`config.mk`:
```
export PLATFORM = sky130hd
export DESIGN_NAME = dacd_config_decode
export DESIGN_NICKNAME = d
export VERILOG_FILES = /design/src/dacd_pkg.sv /design/src/dacd_config_decode.sv
export SDC_FILE = /design/constraint.sdc
export NUM_CORES = 1
export LEC_CHECK = 0
export BUFFER_PORTS_ARGS = -buffer_cell sky130_fd_sc_hd__buf_2
export CAP_MARGIN = 30
export CORE_ASPECT_RATIO = 1.2
export CORE_MARGIN = 3
export CORE_UTILIZATION = 60
export CTS_CLUSTER_DIAMETER = 200
export DETAILED_ROUTE_END_ITERATION = 6
export GPL_ROUTABILITY_DRIVEN = 0
export HOLD_SLACK_MARGIN = 0.12
export PLACE_DENSITY = 0.83
export SYNTH_ARGS = -nofsm -noshare
export SYNTH_HDL_FRONTEND = slang
export SYNTH_SLANG_ARGS = --single-unit
```
`constraint.sdc`:
```
create_clock -name clk -period 3.95 [get_ports clk]
set_input_delay 0.5925 -clock clk [delete_from_list [all_inputs] [get_ports clk]]
set_output_delay 0.5925 -clock clk [all_outputs]
set_load 0.01 [all_outputs]
```
`src/dacd_pkg.sv`:
```
package dacd_pkg;
    // input configuration as decoded for one conversion
    typedef enum logic [1:0] {
        MODE_SINGLE,
        MODE_FULL_DIFF,
        MODE_OFFSET_PAIR
    } dacd_mode_t;

    typedef struct packed {
        dacd_mode_t mode;
        logic [2:0] pos_sel;     // positive input index, 0..5
        logic       neg_is_gnd;  // negative input tied to analog ground
        logic [2:0] neg_sel;     // negative input index when not ground
        logic       range_dbl;   // span 0..2*vref
        logic       twos_comp;   // output coding twos complement
        logic [1:0] lsb_shift;   // lsb = vref/4096 << lsb_shift
    } dacd_cfg_t;

    localparam int         LSB_DIVISOR      = 4096;
    localparam logic [4:0] TRACK_EDGE_COUNT = 5'h0d;  // 13th rising sclk edge
    localparam logic [4:0] RANGE_HOLD_FALLS = 5'h03;  // range latched by 3rd fall
    localparam int         ACQ_TIME_NS      = 290;
    localparam int         CLK_PERIOD_NS    = 5;
    localparam logic [7:0] ACQ_CYCLES       = 8'((ACQ_TIME_NS + CLK_PERIOD_NS - 1) / CLK_PERIOD_NS);
    localparam dacd_cfg_t  CFG_RESET        = '{MODE_FULL_DIFF, 3'h0, 1'b0, 3'h1,
                                                1'b0, 1'b1, 2'h1};
endpackage

```
`src/dacd_config_decode.sv`:
```
`timescale 1ns/1ps
// Contract
// - select low groups each converter's six inputs into three differential pairs.
// - select high makes the six inputs single-ended against analog ground.
// - track-and-hold returns to track on the 13th sclk rise after cs falls.
// - an address change that alters the input type restarts the acquisition time.
// - range low gives span 0..vref, range high gives 0..2*vref.
// - fully differential or double range conversions use twos-complement coding.
// - straight binary only for single-ended or offset pairs in the single range, per conversion.
// - single-ended codes 0..5 pick inputs 1..6 of both converters with ground negative.
// - differential upper address bits pick pairs 1/2, 3/4, 5/6; bit 0 picks offset pair.
// - lsb is vref/4096 scaled by 1, 2 or 4 by input type and range.
// - both inputs are sampled and conversion starts at the cs falling edge.
module dacd_config_decode
    import dacd_pkg::*;
(
    input  wire logic      clk,
    input  wire logic      rst,
    input  wire logic      cs_n,
    input  wire logic      sclk,
    input  wire logic      input_type_select,
    input  wire logic      chan_addr_bit0,
    input  wire logic      chan_addr_bit1,
    input  wire logic      chan_addr_bit2,
    input  wire logic      range_sel,
    output dacd_cfg_t      live_cfg_ff,
    output dacd_cfg_t      conv_cfg_ff,
    output logic           track_ff,
    output logic           acq_done_ff,
    output logic           sample_ff,
    output logic           conv_active_ff
);

    // decode pins into a configuration
    function automatic dacd_cfg_t decode_cfg(input logic sgl, input logic [2:0] addr,
                                              input logic rng);
        dacd_cfg_t c;
        c = CFG_RESET;
        c.range_dbl = rng;
        if (sgl) begin
            c.mode       = MODE_SINGLE;
            c.pos_sel    = addr;  // codes 6,7 pass through as don't-care
            c.neg_is_gnd = 1'b1;
            c.neg_sel    = 3'h0;
        end else begin
            c.mode       = addr[0] ? MODE_OFFSET_PAIR : MODE_FULL_DIFF;
            c.pos_sel    = {addr[2:1], 1'b0};
            c.neg_is_gnd = 1'b0;
            c.neg_sel    = {addr[2:1], 1'b1};
        end
        c.twos_comp = (c.mode == MODE_FULL_DIFF) || rng;
        // lsb scaling, differential types double it
        c.lsb_shift = 2'({1'b0, rng} + {1'b0, !sgl});
        return c;
    endfunction

    // two-flop synchronisers for all pins
    logic [6:0] meta_ff;
    logic [6:0] sync_ff;
    always_ff @(posedge clk or posedge rst) begin
        if (rst) begin
            // idle pin levels (cs_n and sclk high) so no false edge follows reset
            meta_ff <= 7'h60;
            sync_ff <= 7'h60;
        end else begin
            meta_ff <= {cs_n, sclk, input_type_select, chan_addr_bit2, chan_addr_bit1,
                        chan_addr_bit0, range_sel};
            sync_ff <= meta_ff;
        end
    end

    logic       s_cs_n;
    logic       s_sclk;
    logic       s_sgl;
    logic [2:0] s_addr;
    logic       s_rng;
    assign s_cs_n = sync_ff[6];
    assign s_sclk = sync_ff[5];
    assign s_sgl  = sync_ff[4];
    assign s_addr = sync_ff[3:1];
    assign s_rng  = sync_ff[0];

    dacd_cfg_t  live_now;
    assign live_now = decode_cfg(s_sgl, s_addr, s_rng);

    // state registers
    logic       cs_d_ff;
    logic       sclk_d_ff;
    logic [4:0] rise_cnt_ff;
    logic [4:0] fall_cnt_ff;
    logic [7:0] acq_cnt_ff;
    logic       rng_lat_ff;

    logic       nxt_cs_d;
    logic       nxt_sclk_d;
    logic [4:0] nxt_rise_cnt;
    logic [4:0] nxt_fall_cnt;
    logic [7:0] nxt_acq_cnt;
    logic       nxt_rng_lat;
    dacd_cfg_t  nxt_live_cfg;
    dacd_cfg_t  nxt_conv_cfg;
    logic       nxt_track;
    logic       nxt_acq_done;
    logic       nxt_sample;
    logic       nxt_conv_active;

    logic cs_fall;
    logic cs_rise;
    logic sclk_rise;
    logic sclk_fall;
    logic type_change;
    assign cs_fall   = cs_d_ff && !s_cs_n;
    assign cs_rise   = !cs_d_ff && s_cs_n;
    assign sclk_rise = !sclk_d_ff && s_sclk;
    assign sclk_fall = sclk_d_ff && !s_sclk;
    assign type_change = live_now.mode != live_cfg_ff.mode;

    // next-state computation for the conversion sequencer
    always_comb begin
        nxt_cs_d        = s_cs_n;
        nxt_sclk_d      = s_sclk;
        nxt_rise_cnt    = rise_cnt_ff;
        nxt_fall_cnt    = fall_cnt_ff;
        nxt_acq_cnt     = acq_cnt_ff;
        nxt_rng_lat     = rng_lat_ff;
        nxt_live_cfg    = live_now;
        nxt_conv_cfg    = conv_cfg_ff;
        nxt_track       = track_ff;
        nxt_acq_done    = acq_done_ff;
        nxt_sample      = 1'b0;
        nxt_conv_active = conv_active_ff;
        // acquisition timer runs while tracking
        if (track_ff && acq_cnt_ff != ACQ_CYCLES) begin
            nxt_acq_cnt = acq_cnt_ff + 8'h01;
        end
        if (type_change) begin
            nxt_acq_cnt = 8'h00;
        end
        nxt_acq_done = (nxt_acq_cnt == ACQ_CYCLES);
        if (cs_fall) begin
            // sample and freeze selection at cs fall
            nxt_sample      = 1'b1;
            nxt_conv_active = 1'b1;
            nxt_track       = 1'b0;
            nxt_rise_cnt    = 5'h00;
            nxt_fall_cnt    = 5'h00;
            nxt_rng_lat     = s_rng;
            nxt_conv_cfg    = live_now;
            nxt_acq_cnt     = 8'h00;
            nxt_acq_done    = 1'b0;
        end else if (conv_active_ff) begin
            if (sclk_rise && rise_cnt_ff != 5'h1f) begin
                nxt_rise_cnt = rise_cnt_ff + 5'h01;
            end
            if (sclk_fall && fall_cnt_ff != 5'h1f) begin
                nxt_fall_cnt = fall_cnt_ff + 5'h01;
            end
            // range sampled until the 3rd sclk fall
            if (fall_cnt_ff < RANGE_HOLD_FALLS) begin
                nxt_rng_lat = s_rng;
                nxt_conv_cfg = decode_cfg(conv_cfg_ff.mode == MODE_SINGLE,
                                          {conv_cfg_ff.pos_sel[2:1],
                                           conv_cfg_ff.mode == MODE_SINGLE ?
                                           conv_cfg_ff.pos_sel[0] :
                                           conv_cfg_ff.mode == MODE_OFFSET_PAIR},
                                          s_rng);
            end
            // back to track on 13th rising edge
            if (sclk_rise && rise_cnt_ff == TRACK_EDGE_COUNT - 5'h01) begin
                nxt_track = 1'b1;
            end
            if (cs_rise) begin
                nxt_conv_active = 1'b0;
                nxt_track       = 1'b1;
            end
        end else begin
            nxt_track = 1'b1;
        end
    end

    // register the sequencer state
    always_ff @(posedge clk or posedge rst) begin
        if (rst) begin
            cs_d_ff        <= 1'b1;
            sclk_d_ff      <= 1'b1;
            rise_cnt_ff    <= 5'h00;
            fall_cnt_ff    <= 5'h00;
            acq_cnt_ff     <= 8'h00;
            rng_lat_ff     <= 1'b0;
            live_cfg_ff    <= CFG_RESET;
            conv_cfg_ff    <= CFG_RESET;
            track_ff       <= 1'b1;
            acq_done_ff    <= 1'b0;
            sample_ff      <= 1'b0;
            conv_active_ff <= 1'b0;
        end else begin
            cs_d_ff        <= nxt_cs_d;
            sclk_d_ff      <= nxt_sclk_d;
            rise_cnt_ff    <= nxt_rise_cnt;
            fall_cnt_ff    <= nxt_fall_cnt;
            acq_cnt_ff     <= nxt_acq_cnt;
            rng_lat_ff     <= nxt_rng_lat;
            live_cfg_ff    <= nxt_live_cfg;
            conv_cfg_ff    <= nxt_conv_cfg;
            track_ff       <= nxt_track;
            acq_done_ff    <= nxt_acq_done;
            sample_ff      <= nxt_sample;
            conv_active_ff <= nxt_conv_active;
        end
    end

    // assertions
    // track returns on 13th rise
    track_edge_a: assert property (@(posedge clk) disable iff (rst)
        conv_active_ff && !cs_fall && !cs_rise && sclk_rise &&
        rise_cnt_ff == 5'h0c |=> track_ff)
        else $error("track not restored at 13th sclk rise");
    sample_start_a: assert property (@(posedge clk) disable iff (rst)
        cs_fall |=> sample_ff && conv_active_ff && !track_ff)
        else $error("cs fall did not start conversion");
    single_gnd_a: assert property (@(posedge clk) disable iff (rst)
        live_cfg_ff.mode == MODE_SINGLE |-> live_cfg_ff.neg_is_gnd)
        else $error("single-ended negative not ground");
    single_sel_a: assert property (@(posedge clk) disable iff (rst)
        s_sgl |=> live_cfg_ff.pos_sel == $past(s_addr))
        else $error("single-ended input mismatch");
    diff_pair_a: assert property (@(posedge clk) disable iff (rst)
        !s_sgl |=> !live_cfg_ff.neg_is_gnd &&
        live_cfg_ff.neg_sel == live_cfg_ff.pos_sel + 3'h1)
        else $error("differential pair wrong");
    offset_pair_a: assert property (@(posedge clk) disable iff (rst)
        !s_sgl && s_addr[0] |=> live_cfg_ff.mode == MODE_OFFSET_PAIR)
        else $error("offset pair not selected");
    twos_code_a: assert property (@(posedge clk) disable iff (rst)
        live_cfg_ff.mode == MODE_FULL_DIFF || live_cfg_ff.range_dbl |-> live_cfg_ff.twos_comp)
        else $error("twos complement expected");
    binary_code_a: assert property (@(posedge clk) disable iff (rst)
        live_cfg_ff.mode != MODE_FULL_DIFF && !live_cfg_ff.range_dbl |-> !live_cfg_ff.twos_comp)
        else $error("straight binary expected");
    acq_restart_a: assert property (@(posedge clk) disable iff (rst)
        type_change && !cs_fall |=> acq_cnt_ff == 8'h00 && !acq_done_ff)
        else $error("acquisition not restarted");
    lsb_scale_a: assert property (@(posedge clk) disable iff (rst)
        live_cfg_ff.lsb_shift == 2'({1'b0, live_cfg_ff.range_dbl} +
        {1'b0, live_cfg_ff.mode != MODE_SINGLE}))
        else $error("lsb scale wrong");
    range_live_a: assert property (@(posedge clk) disable iff (rst)
        1'b1 |=> live_cfg_ff.range_dbl == $past(s_rng))
        else $error("range not followed");
    sample_pulse_a: assert property (@(posedge clk) disable iff (rst)
        sample_ff |=> !sample_ff)
        else $error("sample pulse longer than one cycle");
    idle_track_a: assert property (@(posedge clk) disable iff (rst)
        !conv_active_ff && !cs_fall |=> track_ff)
        else $error("not tracking while idle");
    conv_freeze_a: assert property (@(posedge clk) disable iff (rst)
        conv_active_ff && !cs_fall |=> $stable(conv_cfg_ff.mode) &&
        $stable(conv_cfg_ff.pos_sel))
        else $error("selection changed during conversion");
    range_freeze_a: assert property (@(posedge clk) disable iff (rst)
        conv_active_ff && !cs_fall && fall_cnt_ff >= RANGE_HOLD_FALLS |=>
        $stable(conv_cfg_ff.range_dbl) && $stable(conv_cfg_ff.twos_comp))
        else $error("range moved after third sclk fall");
    track_hold_a: assert property (@(posedge clk) disable iff (rst)
        conv_active_ff && !cs_rise && rise_cnt_ff < TRACK_EDGE_COUNT - 5'h01 |=> !track_ff)
        else $error("track returned too early");
    conv_twos_a: assert property (@(posedge clk) disable iff (rst)
        conv_cfg_ff.mode == MODE_FULL_DIFF || conv_cfg_ff.range_dbl |->
        conv_cfg_ff.twos_comp)
        else $error("conversion twos complement expected");
    conv_binary_a: assert property (@(posedge clk) disable iff (rst)
        conv_cfg_ff.mode != MODE_FULL_DIFF && !conv_cfg_ff.range_dbl |->
        !conv_cfg_ff.twos_comp)
        else $error("conversion straight binary expected");
    acq_count_a: assert property (@(posedge clk) disable iff (rst)
        acq_done_ff |-> acq_cnt_ff == ACQ_CYCLES)
        else $error("acquisition done before full count");

endmodule

```
==> metrics.cfg, run 1 <==
[die]
initial_utilization_pct = 64.0
boundaryPins = 39
core.rowCount = 25
die-width_um = 65.9
die_area_um2 = 5130
chip_height_um = 77.9
core_region_area_um2 = 4040

[detailed_routing]
drtPass1Iterations = 4
detailroute.via_count = 1738
wl_per_cell_um = 15.1
wl_um = 4770
drc = 0
drt-initial-drc-count = 98
ant_nets = 0
route.detailed.vias_per_inst = 5.48

[yosys]
synth-main-ff-cell = dfrtp_1
yosysTopAreaCell = dfrtp_1
postSynthRegisterBits = 64
yosys.cell_types.count = 41
synth.yosys.warnings = 0
yosys.area.top_type_share_pct = 47.5
async_reset_ff_share_pct = 100
post_synth_inst_count = 216
yosys-top-cells-area = dfrtp_1 48%, dfstp_2 15%, ha_1 4.4%, nor2_1 3.9%, nand2_1 3.5%
yosysMostFrequentCell = dfrtp_1
avgSynthCellArea_um2 = 12.0
syn-cell-area_um2 = 2580
part_of_the_yosys_area_used_for_sequential_elements_pct = 62.8
synth.cells.most_frequent = 49 x dfrtp_1, 27 x nor2_1, 24 x nand2_1
synth-edff-count = 0
syn_nets = 234

[finish]
multi_input_area_um2 = 875
final_net_count = 276
areaGrowthSynthToFinish_pct = 17.2
number_of_fill_cells = 279
post_route_cells_drive_above_1_share_pct = 30.0
antenna-diode-count = 0
final-instance-count-excl-fill = 317
final-seq-area_um2 = 1620

[place]
port_buffers = 38
place.detailed.instances = 301
preCtsSetupSlack_ns = 1.54
detailedPlacementHpwl_um = 3270

[sta]
timing_worst_slew_pin_value_ns = 0.958
maxSlewHeadroom_pct = 35.3
layout_worst_path_cycle_share_pct = 61.1
timing.setup.tns_ns = 0
clock-skew-final_ns = 0.00951
finalMaxSlewViolations = 0
achievable-frequency_ghz = 0.414
finalHoldViolCount = 0
fin_ws_ns = 1.54
report.final.setup_viol = 0
layout_min_cycle_time_ns = 2.41
unrepaired_setup_endpoints_after_global_routing = false

[critical_path]
cp.arrival_ns = 2.61
reg2regPathDepth = 7
rr_startpoint = fall_cnt_ff[0]$_DFFE_PP0P_
cp-start-kind = register
worst-path-max-fanout = 5
r2r_end = fall_cnt_ff[3]$_DFFE_PP0P_
criticalPathCategory = reg -> reg
end_kind = register
data_required_time_at_the_worst_endpoint_ns = 4.15
rrSetupSlack_ns = 1.54

[worst_hold_path]
worst_hold_path_type = in -> async

[clock_tree]
numClockSinks = 64
cts_setup_buffers = 0
worst_case_clock_buffer_depth = 2
clock_tree.root_cell = clkbuf_8
ctsHoldBuffers = 0
postCtsResizedCells = 0
clock_tree_from_tritoncts = built
cts_htree_levels = 3
clk_pin_slew_worst_paths_ns = 0.07
insertion_delay_ns = 0.33
cts_inserted_buffers = 9

[status]
run_status = completed

[pwr]
largest_voltage_drop_on_the_vdd_net_uv = 328
power.density_cell_area_nw_per_um2 = 494
leakage_nw = 1.45
report.power.total_mw = 1.49

[global_routing]
globalRoute.busiestLayer = met2
globalRouteMet2Util_pct = 35.7
grt_util_met1_pct = 22.8
grt_use_total_pct = 20.7
grt_max_degree = 39
antenna_found_initial = 0
grt_first_pass_wirelength_um = 7880
grtUsageMet3_pct = 4.49
via_count_of_the_first_global_routing_pass = 1750
overflow = 0

[flow_run]
cap_viol_max_count = 0

-- worst max-delay path: stages (launching register included) --
cell      delay, ns
dfrtp_1        0.42
ha_1           0.22
and3_1         0.18
ha_1           0.17
nor4bb_1       0.82
nand4_1        0.22
xor2_1         0.19
nor2_1         0.06
-- kinds of logic (layout without fill, tap and decap cells) --
group,count (synthesis),after routing,share of synthesized area [%]
compound gates,25,25,6.98
xor+xnor,12,12,4.07
fa+ha+maj,10,10,4.75
buf+inv,21,68,3.34
flops,64,64,62.8
mux,4,4,1.60
simple gates,80,80,16.5
-- registers in the layout, summed over array words and instances, names as in the netlist --
name / cells
acq_cnt_ff: 8
acq_done_ff: 1
conv_active_ff: 1
conv_cfg_ff: 13
cs_d_ff: 1
fall_cnt_ff: 5
live_cfg_ff: 13
meta_ff: 7
rise_cnt_ff: 5
sample_ff: 1
sclk_d_ff: 1
sync_ff: 7
track_ff: 1
-- routing by layer --
| metal | routed length (um) | up-vias |
|---|---|---|
| met4 | 114 | 0 |
| met5 | 0 | - |
| met2 | 2590 | 48 |
| li1 | - | 815 |
| met3 | 202 | 15 |
| met1 | 1870 | 860 |
-- cell type report --
| cell class | count | area share (%) |
|---|---|---|
| Tap cell | 54 | 2.23 |
| Inverter | 13 | 1.61 |
| Sequential cell | 64 | 53.6 |
| Clock inverter | 4 | 1.70 |
| Clock buffer | 12 | 5.46 |
| Multi-Input combinational cell | 131 | 28.9 |
| Timing Repair Buffer | 39 | 6.53 |
-- worst max path at each step --
| stage | start | end | slack, ns | depth (start not counted) |
|---|---|---|---|---|
| 6_report | fall_cnt_ff[0]$_DFFE_PP0P_ | fall_cnt_ff[3]$_DFFE_PP0P_ | 1.54 | 7 |
| 5_1_grt | fall_cnt_ff[0]$_DFFE_PP0P_ | fall_cnt_ff[3]$_DFFE_PP0P_ | 1.40 | 7 |
| 4_1_cts | fall_cnt_ff[0]$_DFFE_PP0P_ | fall_cnt_ff[3]$_DFFE_PP0P_ | 1.53 | 7 |
| 3_5_place_dp | fall_cnt_ff[0]$_DFFE_PP0P_ | fall_cnt_ff[3]$_DFFE_PP0P_ | 1.54 | 7 |
| 3_3_place_gp | fall_cnt_ff[0]$_DFFE_PP0P_ | fall_cnt_ff[3]$_DFFE_PP0P_ | 1.68 | 7 |
| 2_1_floorplan | rst | acq_cnt_ff[0]$_DFF_PP0_ | 1.78 | 1 |
-- cell usage in the layout (no fill, tap or decap), drive strengths merged, types with 2 or more instances in the layout --
cell type | synthesis | final
a21oi | 4 | 4
a31oi | 6 | 6
and3 | 3 | 3
and4bb | 2 | 2
buf | 4 | 39
clkbuf | 4 | 12
clkinv | 0 | 2
dfrtp | 49 | 49
dfstp | 15 | 15
ha | 9 | 9
inv | 13 | 13
mux2i | 3 | 3
nand2 | 24 | 24
nand3 | 3 | 3
nand4 | 5 | 5
nor2 | 27 | 27
nor2b | 3 | 3
nor3b | 3 | 3
nor4b | 2 | 2
nor4bb | 2 | 2
o21ai | 6 | 6
xnor2 | 6 | 6
xor2 | 6 | 6
-- stage by stage --
stage          hold WS, ns  cell area (um^2)  utilization [%]
3_5_place_dp         0.339              2810             69.6
4_1_cts              0.298              3030             75.0
5_1_grt              0.323              3030             75.0
2_1_floorplan        0.331              2580                -
3_3_place_gp         0.333              2810             69.6
6_report             0.293              3030             75.0
-- power by group --
| group | leakage [nW] | total (mW) | switching, mW | internal [mW] |
|---|---|---|---|---|
| sequential | 0.784 | 0.750 | 0.0369 | 0.713 |
| combinational | 0.557 | 0.161 | 0.0952 | 0.0654 |
| clock | 0.109 | 0.583 | 0.240 | 0.343 |
Power figures use the tool's default switching activity.
==> run 2: changes to the inputs <==
--- a/config.mk
+++ b/config.mk
@@ -9,12 +9,12 @@
 export CAP_MARGIN = 30
 export CORE_ASPECT_RATIO = 1.2
 export CORE_MARGIN = 3
-export CORE_UTILIZATION = 60
+export CORE_UTILIZATION = 56
 export CTS_CLUSTER_DIAMETER = 200
 export DETAILED_ROUTE_END_ITERATION = 6
 export GPL_ROUTABILITY_DRIVEN = 0
 export HOLD_SLACK_MARGIN = 0.12
-export PLACE_DENSITY = 0.83
+export PLACE_DENSITY = 0.79
 export SYNTH_ARGS = -nofsm -noshare
 export SYNTH_HDL_FRONTEND = slang
 export SYNTH_SLANG_ARGS = --single-unit
==> constraint.sdc (replaced) <==
create_clock -name clk -period 2.27 [get_ports clk]
set_input_delay 0.3405 -clock clk [delete_from_list [all_inputs] [get_ports clk]]
set_output_delay 0.3405 -clock clk [all_outputs]
set_load 0.01 [all_outputs]
==> run 2 against run 1 <==
Net effect:
- utilization shrank 3.0 points
- clock-buffer cell count up 1
- non-clock buffer count up 12
- register-to-register slack lost 1.2 ns
- clock power up 68%
- largest power group unchanged
- highest routed layer unchanged
==> metrics.cfg, run 2 (same netlist as run 1, synthesis figures left out) <==
[status]
run_status = completed  ; unchanged

[clock_tree]
clock_tree.root_cell = clkbuf_8  ; unchanged
insertion_delay_ns = 0.34  ; was 0.33 ns
cts_setup_buffers = 0  ; unchanged
worst_case_clock_buffer_depth = 2  ; unchanged
clk_pin_slew_worst_paths_ns = 0.07  ; about the same
cts_inserted_buffers = 9  ; unchanged
cts_htree_levels = 3  ; unchanged
numClockSinks = 64  ; unchanged
clock_tree_from_tritoncts = built  ; unchanged

[detailed_routing]
wl_um = 4640  ; was 4770 um
drt-initial-drc-count = 139  ; was 98
drtPass1Iterations = 4  ; unchanged
detailroute.via_count = 1749  ; was 1738
route.detailed.vias_per_inst = 5.28  ; was 5.48
drc = 0  ; unchanged
wl_per_cell_um = 14.0  ; was 15.1 um
ant_nets = 0  ; unchanged

[global_routing]
globalRoute.busiestLayer = met2  ; unchanged
antenna_found_initial = 0  ; unchanged
overflow = 0  ; unchanged
grt_util_met1_pct = 23.5  ; was 22.8%
grt_max_degree = 39  ; unchanged
globalRouteMet2Util_pct = 31.1  ; was 35.7%
grtUsageMet3_pct = 7.55  ; was 4.49%
grt_first_pass_wirelength_um = 7750  ; was 7880 um
via_count_of_the_first_global_routing_pass = 1720  ; was 1750
grt_use_total_pct = 19.6  ; was 20.7%

[pwr]
largest_voltage_drop_on_the_vdd_net_uv = 533  ; was 328 uV
power.density_cell_area_nw_per_um2 = 823  ; was 494 nW/um^2
leakage_nw = 1.50  ; was 1.45 nW
report.power.total_mw = 2.58  ; was 1.49 mW

[die]
die_area_um2 = 5460  ; was 5130 um^2
core_region_area_um2 = 4360  ; was 4040 um^2
core.rowCount = 26  ; was 25
initial_utilization_pct = 59.2  ; was 64.0%
chip_height_um = 80.4  ; was 77.9 um
boundaryPins = 39  ; unchanged
die-width_um = 68.0  ; was 65.9 um

[worst_hold_path]
worst_hold_path_type = reg -> reg  ; was in -> async
min_path_cells = 0

[sta]
clock-skew-final_ns = 0.00723  ; was 0.00951 ns
achievable-frequency_ghz = 0.515  ; was 0.414 GHz
layout_min_cycle_time_ns = 1.94  ; was 2.41 ns
finalMaxSlewViolations = 0  ; unchanged
timing_worst_slew_pin_value_ns = 0.595  ; was 0.958 ns
unrepaired_setup_endpoints_after_global_routing = false  ; unchanged
report.final.setup_viol = 0  ; unchanged
finalHoldViolCount = 0  ; unchanged
maxSlewHeadroom_pct = 60.3  ; was 35.3%
timing.setup.tns_ns = 0  ; unchanged
layout_worst_path_cycle_share_pct = 85.5  ; was 61.1%

[finish]
final_net_count = 288  ; was 276
most_frequent_cells_in_the_layout = 49 x dfrtp_1, 38 x buf_2, 27 x nor2_1  ; unchanged
layout.cells.most_common = dfrtp_1  ; unchanged
post_route_cells_drive_above_1_share_pct = 29.5  ; was 30.0%
antenna-diode-count = 0  ; unchanged
finalCoreUtilization_pct = 71.9  ; was 75.0%
number_of_fill_cells = 308  ; was 279
areaGrowthSynthToFinish_pct = 21.5  ; was 17.2%
layout_top_registers = conv_cfg_ff (13), live_cfg_ff (13), acq_cnt_ff (8)  ; unchanged

[critical_path]
cp.arrival_ns = 2.15  ; was 2.61 ns
cp-start-kind = register  ; unchanged
criticalPathCategory = reg -> reg  ; unchanged
data_required_time_at_the_worst_endpoint_ns = 2.48  ; was 4.15 ns
end_kind = register  ; unchanged
worst-path-max-fanout = 5  ; unchanged
reg2regPathDepth = 8  ; was 7

[flow_run]
cap_viol_max_count = 0  ; unchanged

[place]
port_buffers = 38  ; unchanged
detailedPlacementHpwl_um = 3080  ; was 3270 um

[run 2: power breakdown]
group	total (mW)	leakage [nW]	switching, mW	internal, mW
registers	1.30	0.784	0.0615	1.24
clock network	0.980	0.0996	0.414	0.566
logic	0.298	0.614	0.166	0.132
total	2.58	1.50	0.641	1.94
[run 2: layout make-up]
class	count	area, um^2	area share, %
Multi-Input combinational cell	131	875	27.9
Clock buffer	13	159	5.07
Timing Repair Buffer	51	320	10.2
Sequential cell	64	1620	51.7
Inverter	13	48.8	1.56
Clock inverter	3	42.5	1.36
Tap cell	56	70.1	2.23
[run 2: final timing paths]
check	from	endpoint	slack [ns]
min in group asynchronous	rst	rise_cnt_ff[2]$_DFFE_PP0P_	0.61
worst max register to register	fall_cnt_ff[0]$_DFFE_PP0P_	fall_cnt_ff[3]$_DFFE_PP0P_	0.33
worst max-delay path	fall_cnt_ff[0]$_DFFE_PP0P_	fall_cnt_ff[3]$_DFFE_PP0P_	0.33
worst min register to register	meta_ff[4]$_DFF_PP0_	sync_ff[4]$_DFF_PP0_	0.35
worst min-delay path	meta_ff[4]$_DFF_PP0_	sync_ff[4]$_DFF_PP0_	0.35
max in group asynchronous	rst	conv_cfg_ff[4]$_DFFE_PP1P_	1.02
[run 2: worst max-delay path, stage by stage (launching register included)]
cell and delay, ns:
dfrtp_1 0.42, ha_1 0.23, and3_1 0.19, ha_1 0.17
nor4bb_1 0.30, buf_4 0.20, nand4_1 0.11, xor2_1 0.14
nor2_1 0.05
[run 2: routing by layer]
metal / up-vias / part of all wire (%)
li1: 841 / -
met1: 859 / 43
met2: 39 / 50
met3: 10 / 4.3
met4: 0 / 2.1
met5: - / 0
[run 2: timing repair]
item	4_1_cts	5_1_grt
hold endpoints to repair	28	0
setup endpoints to repair	0	0
hold buffers	8	0
resized for setup	0	0
[run 2: through the flow]
stage	instance area (um^2)	setup WS [ns]	hold slack (ns)	instances
finish	3140	0.330	0.349	331
global route	3140	0.203	0.362	331
CTS	3140	0.335	0.352	331
detailed placement	2850	0.378	0.336	307
global placement	2850	0.441	0.332	307
floorplan	2580	0.356	0.331	216
==> run 3: changes to the inputs <==
--- a/config.mk
+++ b/config.mk
@@ -5,6 +5,7 @@
 export SDC_FILE = /design/constraint.sdc
 export NUM_CORES = 1
 export LEC_CHECK = 0
+export ABC_AREA = 1
 export BUFFER_PORTS_ARGS = -buffer_cell sky130_fd_sc_hd__buf_2
 export CAP_MARGIN = 30
 export CORE_ASPECT_RATIO = 1.2
@@ -14,7 +15,7 @@
 export DETAILED_ROUTE_END_ITERATION = 6
 export GPL_ROUTABILITY_DRIVEN = 0
 export HOLD_SLACK_MARGIN = 0.12
-export PLACE_DENSITY = 0.79
+export PLACE_DENSITY = 0.78
 export SYNTH_ARGS = -nofsm -noshare
 export SYNTH_HDL_FRONTEND = slang
 export SYNTH_SLANG_ARGS = --single-unit
==> run 3 against run 2 <==
Net effect:
- synthesized cell count grew 32%
- wire length grew 13%
- power down 2.1%
- utilization up 0.72 points
- synthesized area grew 3.9%
- global-route usage grew 1.2 points
- via count up 17%
- clock skew decreased by 0.00087 ns
- combinational power grew 18%
- final cell count grew 21%
- hold slack better by 0.0019 ns
- largest power group unchanged
==> metrics.cfg, run 3 <==
[status]
run_status = completed  ; unchanged

[yosys]
async_reset_ff_share_pct = 100  ; unchanged
yosys.cell_types.count = 26  ; was 41
synth.cells.most_frequent = 64 x nand2_1, 49 x dfrtp_1, 34 x inv_1, 34 x nor2_1, 19 x nand3_1  ; was 49 x dfrtp_1, 27 x nor2_1, 24 x nand2_1
synth.yosys.warnings = 0  ; unchanged
yosysTopAreaCell = dfrtp_1  ; unchanged
avgSynthCellArea_um2 = 9.38  ; was 12.0 um^2
yosys-top-cells-area = dfrtp_1 46%, dfstp_2 15%, nand2_1 9.0%, inv_1 4.8%, nor2_1 4.8%  ; was dfrtp_1 48%, dfstp_2 15%, ha_1 4.4%, nor2_1 3.9%, nand2_1 3.5%
postSynthRegisterBits = 64  ; unchanged
syn-cell-area_um2 = 2680  ; was 2580 um^2
yosysMostFrequentCell = nand2_1  ; was dfrtp_1
post_synth_inst_count = 286  ; was 216
part_of_the_yosys_area_used_for_sequential_elements_pct = 60.4  ; was 62.8%
synth-edff-count = 0  ; unchanged
syn_nets = 304  ; was 234
synth-main-ff-cell = dfrtp_1  ; unchanged
yosys.area.top_type_share_pct = 45.7  ; was 47.5%

[sta]
timing_worst_slew_pin_value_ns = 0.624  ; was 0.595 ns
clock-skew-final_ns = 0.00636  ; was 0.00723 ns
finalMaxSlewViolations = 0  ; unchanged
layout_min_cycle_time_ns = 1.80  ; was 1.94 ns
finalHoldViolCount = 0  ; unchanged
maxSlewHeadroom_pct = 58.3  ; was 60.3%
unrepaired_setup_endpoints_after_global_routing = false  ; unchanged
achievable-frequency_ghz = 0.556  ; was 0.515 GHz
layout_worst_path_cycle_share_pct = 79.2  ; was 85.5%
report.final.setup_viol = 0  ; unchanged
timing.setup.tns_ns = 0  ; unchanged
final.hold.worst_slack_ns = 0.351  ; was 0.349 ns

[critical_path]
crit_path_start = fall_cnt_ff[0]$_DFFE_PP0P_  ; unchanged
cp-start-kind = register  ; unchanged
critical_path.n_buffers_inverters = 1  ; unchanged
rr_startpoint = fall_cnt_ff[0]$_DFFE_PP0P_  ; unchanged
max_stage_delay_ns = 0.41  ; was 0.42 ns
crit_family = simple AND/OR/NAND/NOR gates  ; unchanged
worstPathCellList = ha_1 > nand2_1 > nor2_1 > ha_1 > nor2_1 > nand3_1 > inv_1 > nand4_1 > o21ai_0 > a21oi_1  ; was ha_1 > and3_1 > ha_1 > nor4bb_1 > buf_4 > nand4_1 > xor2_1 > nor2_1
worst-path-max-fanout = 5  ; unchanged
end_kind = register  ; unchanged
data_required_time_at_the_worst_endpoint_ns = 2.49  ; was 2.48 ns
criticalPathCategory = reg -> reg  ; unchanged
timing.critical_path.slowest_stage_cell = dfrtp_1  ; unchanged
cp.arrival_ns = 2.02  ; was 2.15 ns

[global_routing]
via_count_of_the_first_global_routing_pass = 2065  ; was 1720
antenna_found_initial = 0  ; unchanged
grt_use_total_pct = 20.8  ; was 19.6%
grt_max_degree = 35  ; was 39
grt_first_pass_wirelength_um = 9030  ; was 7750 um
overflow = 0  ; unchanged

[worst_hold_path]
worst_hold_path_type = reg -> reg  ; unchanged
holdCritStartpoint = meta_ff[4]$_DFF_PP0_  ; unchanged

[clock_tree]
numClockSinks = 64  ; unchanged
cts_htree_levels = 3  ; unchanged
clk_pin_slew_worst_paths_ns = 0.07  ; about the same
clock_tree.root_cell = clkbuf_8  ; unchanged
worst_case_clock_buffer_depth = 2  ; unchanged
cts_inserted_buffers = 9  ; unchanged
clock_tree_from_tritoncts = built  ; unchanged
insertion_delay_ns = 0.33  ; was 0.34 ns

[pwr]
share_clk_of_total_power_pct = 33.5  ; was 38.0%
report.power.total_mw = 2.53  ; was 2.58 mW
internal-power_mw = 1.84  ; was 1.94 mW
power.density_cell_area_nw_per_um2 = 786  ; was 823 nW/um^2
power_switching_share_pct = 27.1  ; was 24.9%
net-switching-power_mw = 0.684  ; was 0.641 mW
largest_voltage_drop_on_the_vdd_net_uv = 587  ; was 533 uV
share_comb_of_total_power_pct = 14.0  ; was 11.6%
p_seq_share_pct = 52.5  ; was 50.5%
leakage_nw = 1.66  ; was 1.50 nW

[die]
initial_utilization_pct = 60.6  ; was 59.2%
core.rowCount = 26  ; unchanged
die_area_um2 = 5660  ; was 5460 um^2
die-width_um = 69.2  ; was 68.0 um
chip_height_um = 81.8  ; was 80.4 um
boundaryPins = 39  ; unchanged
core_region_area_um2 = 4420  ; was 4360 um^2

[detailed_routing]
drc = 0  ; unchanged
wl_um = 5230  ; was 4640 um
wl_per_cell_um = 13.0  ; was 14.0 um
route.detailed.vias_per_inst = 5.10  ; was 5.28
ant_nets = 0  ; unchanged
drtPass1Iterations = 4  ; unchanged
drt-initial-drc-count = 129  ; was 139
detailroute.via_count = 2050  ; was 1749

[finish]
layout_top_registers = conv_cfg_ff (13), live_cfg_ff (13), acq_cnt_ff (8)  ; unchanged
post_route_cells_drive_above_1_share_pct = 25.1  ; was 29.5%
areaGrowthSynthToFinish_pct = 19.8  ; was 21.5%
layout.cells.most_common = nand2_1  ; was dfrtp_1
final_net_count = 359  ; was 288
final_std_cell_area_no_fill_um2 = 3210  ; was 3140 um^2
most_frequent_cells_in_the_layout = 64 x nand2_1, 49 x dfrtp_1, 38 x buf_2  ; was 49 x dfrtp_1, 38 x buf_2, 27 x nor2_1
number_of_fill_cells = 334  ; was 308
antenna-diode-count = 0  ; unchanged

[place]
detailedPlacementHpwl_um = 3770  ; was 3080 um
placement.cell_area_um2 = 2960  ; was 2850 um^2
port_buffers = 38  ; unchanged

[flow_run]
cap_viol_max_count = 0  ; unchanged

[run 3: cell count changes in the layout (fill, tap and decap cells not counted), moves of 5 or more]
cell | before | now
inv_1 | 12 | 33
nand2_1 | 24 | 64
nand3_1 | 3 | 19
nor2_1 | 27 | 34
nor3_1 | 0 | 5
o21ai_0 | 6 | 11
xnor2_1 | 6 | 1
[run 3: cells by family after synthesis]
kind of cell               count (synthesis)  share of synthesized area (%)
and+or+nand+nor                          138                           22.3
xor gates and xnor gates                   3                          0.980
adders and majority gates                  9                           4.20
buffers and inverters                     44                           6.30
AOI/OAI and AO/OA                         28                           5.83
DFF                                       64                           60.4
[run 3: per-layer routing]
layer / wire [um] / vias up / part of all wire [%] / track usage (%)
met2: 2680 / 59 / 51 / 36.9
met5: 0 / - / 0 / 0
li1: - / 1019 / - / -
met1: 2120 / 955 / 41 / 22.7
met3: 293 / 17 / 5.6 / 6.36
met4: 131 / 0 / 2.5 / 10.4
[run 3: final cells by class]
| type | instances | area [um^2] | area share, % |
|---|---|---|---|
| clock inverter | 4 | 20.0 | 0.623 |
| multi-input combinational | 178 | 893 | 27.8 |
| clock buffer | 12 | 155 | 4.83 |
| sequential | 64 | 1620 | 50.4 |
| tap | 56 | 70.1 | 2.18 |
| inverter | 38 | 143 | 4.44 |
| timing repair buffer | 50 | 313 | 9.73 |
[run 3: through the flow]
stage	std cells	setup slack, ns	utilization, %
6_report	402	0.472	72.7
5_1_grt	402	0.302	72.7
4_1_cts	402	0.486	72.7
3_5_place_dp	378	0.496	66.9
3_3_place_gp	378	0.591	66.9
2_1_floorplan	286	0.356	-
[run 3: path summary, 6_finish.rpt]
check                                        endpoint  slack, ns  depth (start not counted)
setup reg to reg           fall_cnt_ff[3]$_DFFE_PP0P_       0.47                         10
hold reg to reg                  sync_ff[4]$_DFF_PP0_       0.35                          0
min in group asynchronous        sync_ff[2]$_DFF_PP0_       0.65                          3
max in group asynchronous        track_ff$_DFFE_PP1P_       0.97                          4
setup / recovery           fall_cnt_ff[3]$_DFFE_PP0P_       0.47                         10
hold / removal                   sync_ff[4]$_DFF_PP0_       0.35                          0
[run 3: power by group through the flow]
stage	sequential, mW	clock [mW]	combinational (mW)
floorplan	1.36	0	0.187
global placement	1.34	0	0.327
detailed placement	1.34	0	0.341
CTS	1.33	0.864	0.359
global route	1.34	0.920	0.398
finish	1.33	0.847	0.353
[run 3: timing repair]
action | in CTS | in global routing
hold buffers | 8 | 0
buffers inserted | 0 | 0
endpoints found under the hold margin | 28 | 0
endpoints found under the setup margin | 0 | 0
gates resized for setup | 0 | 0
